**src/core/bsttc_pkg.sv**
```systemverilog
// Package with register map, field positions, reset values and timing of the boost control bank
// Operation
// Output on only in operation mode with enable
// Gate supply on when any output enabled
// Switch after start-up only if supply good
// Host writes zeros to reserved control bits
// Bit 0 selects lock or no lock
// Count select low time while enable set
// Clearing enable freezes count of that command
// Counter 16 bits, bytes at 41h/42h
// One count per trimmed oscillator period
// Host applies known low time, compares, trims
// Host repeats measurement until count matches
// Host sets loop factors max, checks supply
// Clearing 1Ch bit 0 starts calibration
// Calibration result readable at 4Ch
// Calibration mode uses default oscillator frequency
// Host restarts calibration only after completion
// Host repeats calibration, discards outliers
// Field 5:1 is trim or pointer
// Result register returns pointed calibration item
// Code 00100 default, steps of 2.78 %
// Counter restarts each fall, saturates
package bsttc_pkg;
	// Register addresses
	localparam logic [7:0] BSTTC_ADDR_FUNC_CTRL    = 8'h00;
	localparam logic [7:0] BSTTC_ADDR_TRIM_CAL     = 8'h1C;
	localparam logic [7:0] BSTTC_ADDR_CNT_LOW      = 8'h41;
	localparam logic [7:0] BSTTC_ADDR_CNT_HIGH     = 8'h42;
	localparam logic [7:0] BSTTC_ADDR_CAL_RESULT   = 8'h4C;
	// Function control field positions
	localparam int         BSTTC_FC_LOCK_BIT       = 0;
	localparam int         BSTTC_FC_OUT1_BIT       = 1;
	localparam int         BSTTC_FC_OUT2_BIT       = 2;
	localparam int         BSTTC_FC_CNT_BIT        = 3;
	localparam logic [7:0] BSTTC_FC_WRITE_MASK     = 8'h0F;
	// Trim and calibration field positions
	localparam int         BSTTC_TC_CALIB_BIT      = 0;
	localparam int         BSTTC_TC_FIELD_LSB      = 1;
	localparam logic [7:0] BSTTC_TC_WRITE_MASK     = 8'h3F;
	// Reset values and saturation limit
	localparam logic [7:0] BSTTC_FC_RESET          = 8'h00;
	localparam logic [7:0] BSTTC_TC_RESET          = 8'h09;
	localparam logic [4:0] BSTTC_TRIM_DEFAULT      = 5'h04;
	localparam logic [15:0] BSTTC_CNT_MAX          = 16'hFFFF;
	// Calibration result: bit 7 flags completion
	localparam int         BSTTC_CAL_DONE_BIT      = 7;
	localparam int         BSTTC_CAL_ITEMS         = 16;
	// Timing
	localparam int         BSTTC_CLK_MHZ           = 100;
	localparam int         BSTTC_GATE_START_US     = 10;
	localparam int         BSTTC_CALIB_US          = 100;
	localparam int         BSTTC_GATE_START_CYC    = BSTTC_GATE_START_US * BSTTC_CLK_MHZ;
	localparam int         BSTTC_CALIB_CYC         = BSTTC_CALIB_US * BSTTC_CLK_MHZ;
	// Calibration sequencer states
	typedef enum logic [2:0] {
		BSTTC_CAL_IDLE = 3'b001,
		BSTTC_CAL_RUN  = 3'b010,
		BSTTC_CAL_DONE = 3'b100
	} bsttc_cal_state_type;
endpackage

```
**src/core/bsttc_cal_mem.sv**
```systemverilog
// Small memory holding phase calibration data items, read through a register
`timescale 1ns/100ps
module bsttc_cal_mem
	import bsttc_pkg::*;
(
	input  wire logic       clk,
	input  wire logic       rst,
	input  wire logic       ce,
	input  wire logic       wr_en,
	input  wire logic [3:0] wr_addr,
	input  wire logic [4:0] wr_data,
	input  wire logic [3:0] rd_addr,
	output logic      [4:0] rd_data
);
	typedef struct packed {
		logic [BSTTC_CAL_ITEMS-1:0][4:0] mem;  // Calibration items
		logic [4:0]                      rd;   // Registered read data
	} bsttc_mem_type;

	bsttc_mem_type st_ff;
	bsttc_mem_type nxt_st;

	// Write port and registered read
	always_comb begin
		nxt_st = st_ff;
		if (wr_en) begin
			nxt_st.mem[wr_addr] = wr_data;
		end
		nxt_st.rd = st_ff.mem[rd_addr];
	end

	// State register
	always_ff @(posedge clk or posedge rst) begin
		if (rst) begin
			st_ff <= '0;
		end else if (ce) begin
			st_ff <= nxt_st;
		end
	end

	assign rd_data = st_ff.rd;
endmodule

```
**src/core/bsttc_top.sv**
```systemverilog
// Function control, select-low counter, trim and phase calibration register bank
`timescale 1ns/100ps
module bsttc_top
	import bsttc_pkg::*;
(
	input  wire logic       clk,
	input  wire logic       rst,
	input  wire logic       ce,
	input  wire logic       chip_select_n,
	input  wire logic       reg_wr,
	input  wire logic       reg_rd,
	input  wire logic [7:0] reg_addr,
	input  wire logic [7:0] reg_wdata,
	input  wire logic       operation_mode,
	input  wire logic       gate_supply_good,
	input  wire logic [4:0] cal_measure,
	output logic      [7:0] reg_rdata,
	output logic            output_one_on,
	output logic            output_two_on,
	output logic            gate_driver_supply_on,
	output logic            gate_switch_en,
	output logic      [4:0] osc_trim,
	output logic            configuration_done_lock,
	output logic            calibration_done
);
	typedef struct packed {
		logic [1:0]          cs_sync;   // Two-stage synchroniser for select
		logic                cs_prev;   // Previous synchronised level
		logic [7:0]          func_ctrl; // Function control register
		logic [7:0]          trim_cal;  // Trim and calibration register
		logic [15:0]         cnt;       // Running low-time count
		logic [15:0]         cnt_hold;  // Frozen visible count
		logic                cnt_arm;   // Counting during current frame
		logic                stop_pend; // Freeze after this frame
		logic [15:0]         gate_tmr;  // Gate start-up timer
		logic [15:0]         cal_tmr;   // Calibration timer
		logic [3:0]          cal_idx;   // Item being captured
		bsttc_cal_state_type cal_st;    // Calibration state
		logic [7:0]          rdata;
		logic                out1;
		logic                out2;
		logic                gsup;
		logic                gsw;
		logic [4:0]          trim;
	} bsttc_state_type;

	bsttc_state_type st_ff;
	bsttc_state_type nxt_st;
	logic            mem_wr;
	logic [4:0]      mem_rd;

	// Saturating increment used by the calibration timer and the counter
	function automatic logic [15:0] sat_inc(input logic [15:0] v);
		sat_inc = (v == BSTTC_CNT_MAX) ? v : v + 16'h0001;
	endfunction

	assign mem_wr = (st_ff.cal_st == BSTTC_CAL_RUN) && (st_ff.cal_tmr[3:0] == 4'hF);

	bsttc_cal_mem u_mem (
		.clk     (clk),
		.rst     (rst),
		.ce      (ce),
		.wr_en   (mem_wr),
		.wr_addr (st_ff.cal_idx),
		.wr_data (cal_measure),
		.rd_addr (st_ff.trim_cal[4:1]),
		.rd_data (mem_rd)
	);

	// Next-state logic
	always_comb begin
		logic fall;
		logic rise;
		logic any_on;
		logic calib_mode;
		logic stop_set;
		stop_set = 1'b0;
		fall = 1'b0;
		rise = 1'b0;
		any_on = 1'b0;
		calib_mode = 1'b0;
		nxt_st = st_ff;
		nxt_st.cs_sync = {st_ff.cs_sync[0], chip_select_n};
		nxt_st.cs_prev = st_ff.cs_sync[1];
		fall = st_ff.cs_prev & ~st_ff.cs_sync[1];
		rise = ~st_ff.cs_prev & st_ff.cs_sync[1];
		// Register writes, reserved bits held at zero
		if (reg_wr && reg_addr == BSTTC_ADDR_FUNC_CTRL) begin
			nxt_st.func_ctrl = reg_wdata & BSTTC_FC_WRITE_MASK;
			if (st_ff.func_ctrl[BSTTC_FC_CNT_BIT] && !reg_wdata[BSTTC_FC_CNT_BIT]) begin
				nxt_st.stop_pend = 1'b1;
				stop_set = 1'b1;
			end
		end
		if (reg_wr && reg_addr == BSTTC_ADDR_TRIM_CAL) begin
			nxt_st.trim_cal = reg_wdata & BSTTC_TC_WRITE_MASK;
			if (st_ff.trim_cal[BSTTC_TC_CALIB_BIT] && !reg_wdata[BSTTC_TC_CALIB_BIT]
				&& st_ff.cal_st != BSTTC_CAL_RUN) begin
				nxt_st.cal_st = BSTTC_CAL_RUN;
				nxt_st.cal_tmr = '0;
				nxt_st.cal_idx = '0;
			end
		end
		// Low-time counter, one tick per clock
		if (fall) begin
			nxt_st.cnt_arm = st_ff.func_ctrl[BSTTC_FC_CNT_BIT] | st_ff.stop_pend;
			nxt_st.cnt = '0;
		end else if (st_ff.cnt_arm && !st_ff.cs_sync[1]) begin
			nxt_st.cnt = sat_inc(st_ff.cnt);
		end
		if (rise && st_ff.cnt_arm) begin
			nxt_st.cnt_hold = st_ff.cnt;
			nxt_st.cnt_arm = 1'b0;
			// A clearing write in the same cycle wins over the frame end
			if (!stop_set) begin
				nxt_st.stop_pend = 1'b0;
			end
		end
		// Calibration sequencer
		unique case (st_ff.cal_st)
			BSTTC_CAL_IDLE: begin
			end
			BSTTC_CAL_RUN: begin
				nxt_st.cal_tmr = sat_inc(st_ff.cal_tmr);
				if (mem_wr) begin
					nxt_st.cal_idx = st_ff.cal_idx + 4'h1;
				end
				if (st_ff.cal_tmr >= 16'(BSTTC_CALIB_CYC - 1)) begin
					nxt_st.cal_st = BSTTC_CAL_DONE;
				end
			end
			BSTTC_CAL_DONE: begin
				if (reg_wr && reg_addr == BSTTC_ADDR_TRIM_CAL && reg_wdata[BSTTC_TC_CALIB_BIT]) begin
					nxt_st.cal_st = BSTTC_CAL_IDLE;
				end
			end
		endcase
		// Output enables and gate driver supply
		nxt_st.out1 = operation_mode & st_ff.func_ctrl[BSTTC_FC_OUT1_BIT];
		nxt_st.out2 = operation_mode & st_ff.func_ctrl[BSTTC_FC_OUT2_BIT];
		any_on = st_ff.out1 | st_ff.out2;
		nxt_st.gsup = any_on;
		if (!any_on) begin
			nxt_st.gate_tmr = '0;
		end else if (st_ff.gate_tmr < 16'(BSTTC_GATE_START_CYC)) begin
			nxt_st.gate_tmr = st_ff.gate_tmr + 16'h0001;
		end
		nxt_st.gsw = any_on && (st_ff.gate_tmr >= 16'(BSTTC_GATE_START_CYC)) && gate_supply_good;
		// Oscillator trim selection
		calib_mode = ~st_ff.trim_cal[BSTTC_TC_CALIB_BIT];
		nxt_st.trim = calib_mode ? BSTTC_TRIM_DEFAULT : st_ff.trim_cal[5:1];
		// Read data
		unique case (reg_addr)
			BSTTC_ADDR_FUNC_CTRL:  nxt_st.rdata = st_ff.func_ctrl;
			BSTTC_ADDR_TRIM_CAL:   nxt_st.rdata = st_ff.trim_cal;
			BSTTC_ADDR_CNT_LOW:    nxt_st.rdata = st_ff.cnt_hold[7:0];
			BSTTC_ADDR_CNT_HIGH:   nxt_st.rdata = st_ff.cnt_hold[15:8];
			BSTTC_ADDR_CAL_RESULT: begin
				nxt_st.rdata = {(st_ff.cal_st == BSTTC_CAL_DONE), 2'b00, mem_rd};
			end
			default:               nxt_st.rdata = 8'h00;
		endcase
		if (!reg_rd) begin
			nxt_st.rdata = st_ff.rdata;
		end
	end

	// State register
	always_ff @(posedge clk or posedge rst) begin
		if (rst) begin
			st_ff           <= '0;
			st_ff.cs_sync   <= 2'b11;
			st_ff.cs_prev   <= 1'b1;
			st_ff.func_ctrl <= BSTTC_FC_RESET;
			st_ff.trim_cal  <= BSTTC_TC_RESET;
			st_ff.cal_st    <= BSTTC_CAL_IDLE;
			st_ff.trim      <= BSTTC_TRIM_DEFAULT;
		end else if (ce) begin
			st_ff <= nxt_st;
		end
	end

	assign reg_rdata               = st_ff.rdata;
	assign output_one_on           = st_ff.out1;
	assign output_two_on           = st_ff.out2;
	assign gate_driver_supply_on   = st_ff.gsup;
	assign gate_switch_en          = st_ff.gsw;
	assign osc_trim                = st_ff.trim;
	assign configuration_done_lock = st_ff.func_ctrl[BSTTC_FC_LOCK_BIT];
	// One-hot done code, so the output is a flop bit
	assign calibration_done        = st_ff.cal_st[2];
endmodule

```
**config.mk**
```make
export PLATFORM = sky130hd
export DESIGN_NAME = bsttc_top
export DESIGN_NICKNAME = d
export VERILOG_FILES = /design/src/core/bsttc_pkg.sv /design/src/core/bsttc_cal_mem.sv /design/src/core/bsttc_top.sv
export SDC_FILE = /design/constraint.sdc
export NUM_CORES = 1
export LEC_CHECK = 0
export ABC_AREA = 1
export BUFFER_PORTS_ARGS = -buffer_cell sky130_fd_sc_hd__buf_2
export CORE_UTILIZATION = 64
export CTS_BUF_LIST = sky130_fd_sc_hd__clkbuf_4
export DETAILED_ROUTE_END_ITERATION = 8
export GPL_TIMING_DRIVEN = 0
export PLACE_DENSITY_LB_ADDON = 0.05
export SLEW_MARGIN = 20
export SYNTH_ARGS = -nofsm -noshare
export SYNTH_HDL_FRONTEND = slang
export SYNTH_HIERARCHICAL = 1
export SYNTH_SLANG_ARGS = --single-unit
```
**constraint.sdc**
```tcl
create_clock -name clk -period 4 [get_ports clk]
set_input_delay 0.2 -clock clk [delete_from_list [all_inputs] [get_ports clk]]
set_output_delay 0.2 -clock clk [all_outputs]
set_load 0.1 [all_outputs]
```
Word level (Yosys, flattened, before mapping)
Index checks and enable logic that the tools add are counted.
Widths: inputs -> output; s select.
{"block": "word_totals", "in_bits": 29, "out_inout_bits": 19, "word_cells": 122, "ff_bits": 188}
{"block": "op_classes", "n_bitwise": 8, "eq_ne": 13, "n_reduce_logical": 29, "n_mux": 27, "order_cmp": 6, "addsub": 4}
{"op": "$mux 16", "count": 6}
{"op": "$bwmux 80", "count": 1}
{"op": "$add 16x1->16 const B", "count": 3}
{"op": "$mux 23", "count": 2}
{"op": "$pmux 8 s5", "count": 1}
{"op": "$eq 16x16->1 const B", "count": 2}
{"op": "$eq 8x7->1 const B", "count": 3}
{"op": "$bmux 5 s4", "count": 1}
{"op": "$demux 5 s4", "count": 1}
{"op": "$mux 20", "count": 1}
{"op": "$ge 16x10->1 const B", "count": 1}
{"op": "$ge 16x14->1 const B", "count": 1}
{"op": "$lt 16x10->1 const B", "count": 1}
{"op": "$mux 5", "count": 3}
{"op": "$reduce_and 2->1", "count": 7}
{"op": "$logic_and 1x1->1", "count": 12}
{"op": "$lt 4x5->1 const B", "count": 2}
{"op": "$eq 8x5->1 const B", "count": 1}
{"op": "$logic_not 8->1", "count": 1}
{"op": "$reduce_bool 2->1", "count": 4}
{"op": "$mux 1", "count": 6}
{"op": "$mux 3", "count": 2}
{"op": "$pmux 3 s2", "count": 1}
{"op": "$add 4x1->4 const B", "count": 1}
{"op": "other kinds (15)", "count": 23}

Logic depth before layout (Yosys ltp)
{"block": "depth", "word_depth": 7, "depth_mapped": 11, "ltp_nobuf": 10}

Hierarchy
Netlist, hierarchy kept.
{"mod": "bsttc_top", "seq_area_each_um2": 2586.2, "instances": 1, "cells_per_inst": 788, "area_per_inst_um2": 5853.1}
{"mod": "bsttc_cal_mem", "seq_area_each_um2": 2127.0, "instances": 1, "cells_per_inst": 494, "area_per_inst_um2": 3956.3}

Worst setup path after synthesis
No wires, ideal clock.
{"block": "synth_timing", "path_type": "register to register", "startpoint": "register st_ff, in the netlist calibration_done", "endpoint": "register u_mem/st_ff[69] (netlist bit)", "path_buffers": 0, "arrival_ns": 1.896, "setup_ns": 0.131, "t_required_ns": 3.869, "path_slack_ns": 1.972, "stages_incl_launch_ff": 8, "period_less_slack_ns": 2.028, "path_cell_list": "dfrtp_1 > nand3b_4 > nor2_2 > nand2_4 > nor3_4 > nand2_2 > nand2_1 > o21ai_1"}
{"block": "synth_via", "elab_chain_cells": 3}
{"element": "start, declared", "line_no": "bsttc_top.sv:47", "source": "bsttc_state_type st_ff;"}
{"element": "start signal, assigned", "line_no": "bsttc_top.sv:179", "source": "st_ff <= nxt_st;"}
{"element": "$eq 3x2->1", "line_no": "bsttc_top.sv:57", "source": "assign mem_wr = (st_ff.cal_st == BSTTC_CAL_RUN) && (st_ff.cal_tmr[3:0] == 4'hF);"}
{"element": "$logic_and 1x1->1", "line_no": "bsttc_top.sv:57"}
{"element": "named net mem_wr", "line_no": "bsttc_top.sv:49", "source": "logic mem_wr;"}
{"element": "$reduce_and 2->1 (no line)"}
{"element": "end signal, assigned", "line_no": "bsttc_cal_mem.sv:37", "source": "st_ff <= nxt_st;"}
{"element": "end, declared", "line_no": "bsttc_cal_mem.sv:20", "source": "bsttc_mem_type st_ff;"}
The timed path passes the listed nets, and every way through them passes these cells.
A chain may end at the register's enable or synchronous reset.

==> results.sh <==
export IMPL_grt_pass1_vias=8023
export IMPL_synth_area_leader_cell="dfrtp_1"
export IMPL_antenna_found_initial=1
export IMPL_cp_startpoint="st_ff[24]"
export IMPL_track_usage_pct=31.4
export IMPL_clkTransAtPathRegs_ns=0.15
export IMPL_fin_crit_ns=2.11
export IMPL_rsz0062_at_grt="false"
export IMPL_crit_path_max_incr_delay_ns=0.42
export IMPL_path_cells="ha_1, nand3_1, nor2_2, nand2_4, nor3_4, nand2_2, nand2_1, o21ai_1"
export IMPL_worst_slew_pin_slew_ns=0.697
export IMPL_synthAdderAreaFrac_pct=0.638
export IMPL_netlist_area_leader_share_pct=46.2
export IMPL_wl_per_cell_microns=15.0
export IMPL_dr_pass1_iters=5
export IMPL_coreArea_sq_um=14800
export IMPL_clock_skew_ns=0.0259
export IMPL_final_setup_worst_slack_ns=1.89
export IMPL_numCtsBuffers=17
export IMPL_antenna_left=0
export IMPL_worst_hold_path_type="input port to register"
export IMPL_path_class="register to register"
export IMPL_finalWirelength_microns=23500
export IMPL_vias=8611
export IMPL_crit_required_ns=4.45
export IMPL_hpwl_microns=16600
export IMPL_avgSynthCellArea_sq_um=7.65
export IMPL_cts_tree="built"
export IMPL_drt_iter0_markers=710
export IMPL_synth_edf_count=0
export IMPL_setup_viol_count_final=0
export IMPL_status="completed"
export IMPL_synth_ff_type="dfrtp_1"
export IMPL_drc=0
export IMPL_ys_async_sr_fraction_pct=100
export IMPL_slew_viol_final=0
export IMPL_power_leakage_uw=0.00521
export IMPL_die_w_microns=126
export IMPL_crit_path_end_kind="register"
export IMPL_dp_slack_ns=1.96
export IMPL_netlist_instances=1282
export IMPL_synth_compound_area_share_pct=9.68
export IMPL_yosys_register_bits=188
export IMPL_std_cell_rows=44
export IMPL_cp_start_kind="register"
export IMPL_p_per_area_nw_per_um2=344
export IMPL_cts_sinks=188
export IMPL_period_share_pct=52.7
export IMPL_ir_worst_vdd_uv=261
export IMPL_ys_seq_area_share_pct=48.0
export IMPL_final_cells=1562
export IMPL_timing_rr_start="st_ff[24]"
export IMPL_relSlewSlack_pct=53.4
export IMPL_cts_buffer_depth=2
export IMPL_clkLatencyLatePin_ns=0.59
export IMPL_h_tree_depth=4
export IMPL_final_cell_mix="nand2_1 (442), dfrtp_1 (181), nand3_1 (134)"
export IMPL_hold_viol_final=0
export IMPL_viasPerCell=5.51
export IMPL_drv_cap=0
export IMPL_worstPathArrival_ns=2.56
export IMPL_dp_cells=1513
export IMPL_critical_path_max_fanout=10
export IMPL_synth_area_top_cells="dfrtp_1 (46%), nand2_1 (17%), nand3_1 (6.8%)"
export IMPL_fin_tns_setup_ns=0
export IMPL_crit_family="simple AND/OR/NAND/NOR gates"
export IMPL_synthMuxAreaShare_pct=0.230
export IMPL_final_common_cell="nand2_1"
export IMPL_synth_xor_area_share_pct=1.07
export IMPL_fin_nets=1398
export IMPL_synthToLayoutAreaGrowth_pct=9.50
export IMPL_grt_max_degree=75
export IMPL_initial_core_util_pct=66.5
export IMPL_yosys_cell_types_count=41
export IMPL_grt_pass1_wl_microns=39000
export IMPL_max_freq_ghz=0.474
export IMPL_hp_start="reg_rd"
export IMPL_synth_top_family_by_area="simple AND/OR/NAND/NOR gates"
export IMPL_post_cts_buffers=0
export IMPL_cts_resized=0
export IMPL_die_area_sq_um=15800
export IMPL_place_port_buffers=45
export IMPL_drive_gt1_share_pct=14.3
export IMPL_cts_root_buf="clkbuf_4"
export IMPL_cp_num_buf_inv=0
export IMPL_ioPinCount=48
export IMPL_die_y_microns=126
export IMPL_mappedNetlistNets=1316
export IMPL_ys_warn_count=6
export IMPL_gr_total_overflow=0
export IMPL_synth_area_sq_um=9810
export IMPL_worst_hold_slack_ns=0.0221
export IMPL_cpMaxStageDelayCell="dfrtp_1"
export IMPL_place_congestion=0.912
export IMPL_synth_simple_gate_area_share_pct=32.5
## tightest hold or removal path, stage by stage
cell     delay [ns]
buf_2          0.09
nand2_1        0.15
nand2_1        0.10
nand2_1        0.05
## per-stage QoR
stage	cell area (sq um)	total power (uW)	util [%]
2_1_floorplan	9810	2570	-
3_3_place_gp	10300	2720	69.6
3_5_place_dp	10300	2740	70.0
4_1_cts	10700	3710	72.8
5_1_grt	10700	3850	72.8
6_report	10700	3700	72.8
## sequential cells by signal (all words and copies together) (netlist names)
name,cells
output_two_on,1
nxt_st,2
reg_rdata,8
st_ff,82
output_one_on,1
calibration_done,1
gate_driver_supply_on,1
gate_switch_en,1
configuration_done_lock,1
u_mem/rd_data,5
u_mem/st_ff,80
osc_trim,5
## path summary, 6_finish.rpt
check                           cells after the start         endpoint  slack [ns]
worst min register to register                      2      nxt_st[108]        0.48
min in group asynchronous                           3        st_ff[31]        0.15
max in group asynchronous                           4      osc_trim[2]        3.15
worst max-delay path                                8  u_mem/st_ff[79]        1.89
worst min-delay path                                4     reg_rdata[5]        0.02
worst max register to register                      8  u_mem/st_ff[79]        1.89
## cells by family after synthesis
group,Yosys count
adders and majority gates,5
buffers and inverters,169
xor gates and xnor gates,12
and+or+nand+nor,738
muxes,2
DFF,188
AOI/OAI and AO/OA,168
## what timing repair did
action,in CTS,in global routing
hold endpoints to repair,171,0
hold buffers,16,0
endpoints found under the setup margin,0,0
## power by group
part	leakage (uW)	switching (uW)	total [uW]	internal, uW
clock network	0.000135	672	978	306
registers	0.00253	97.3	2120	2020
logic	0.00255	423	602	179
## synthesized netlist by cell type (5+ instances only)
cell      count
or2_2         5
nor2_1       93
a21oi_1      10
nand2_2      18
buf_4        20
o21ai_2      23
ha_1          5
o21ai_0      82
o21ai_1      43
inv_1       111
dfrtp_1     181
nor3_1        5
xor2_1       10
nand4_1      15
clkbuf_1     17
nand3_1     134
buf_2        11
nand2_1     442
dfstp_2       7
nor2_2        9
nand3_2       5
## area by class of cell
cell class / count / area, sq um
antenna: 1 / 2.50
buffer: 54 / 334
clock buffer: 17 / 128
clock inverter: 15 / 124
fill: 1241 / 4010
inverter: 115 / 439
multi-input combinational: 925 / 4330
sequential: 188 / 4710
tap: 184 / 230
timing repair buffer: 63 / 440
## per-layer routing
metal	wire length, microns	share of wire (%)	GRT usage, %	vias to the layer above
li1	-	-	-	4252
met4	441	1.9	11.1	0
met1	10800	46	44.4	4071
met5	0	0	0	-
met3	1420	6.0	5.52	36
met2	10800	46	49.0	252
No activity file was read; power rests on OpenSTA's default activity.
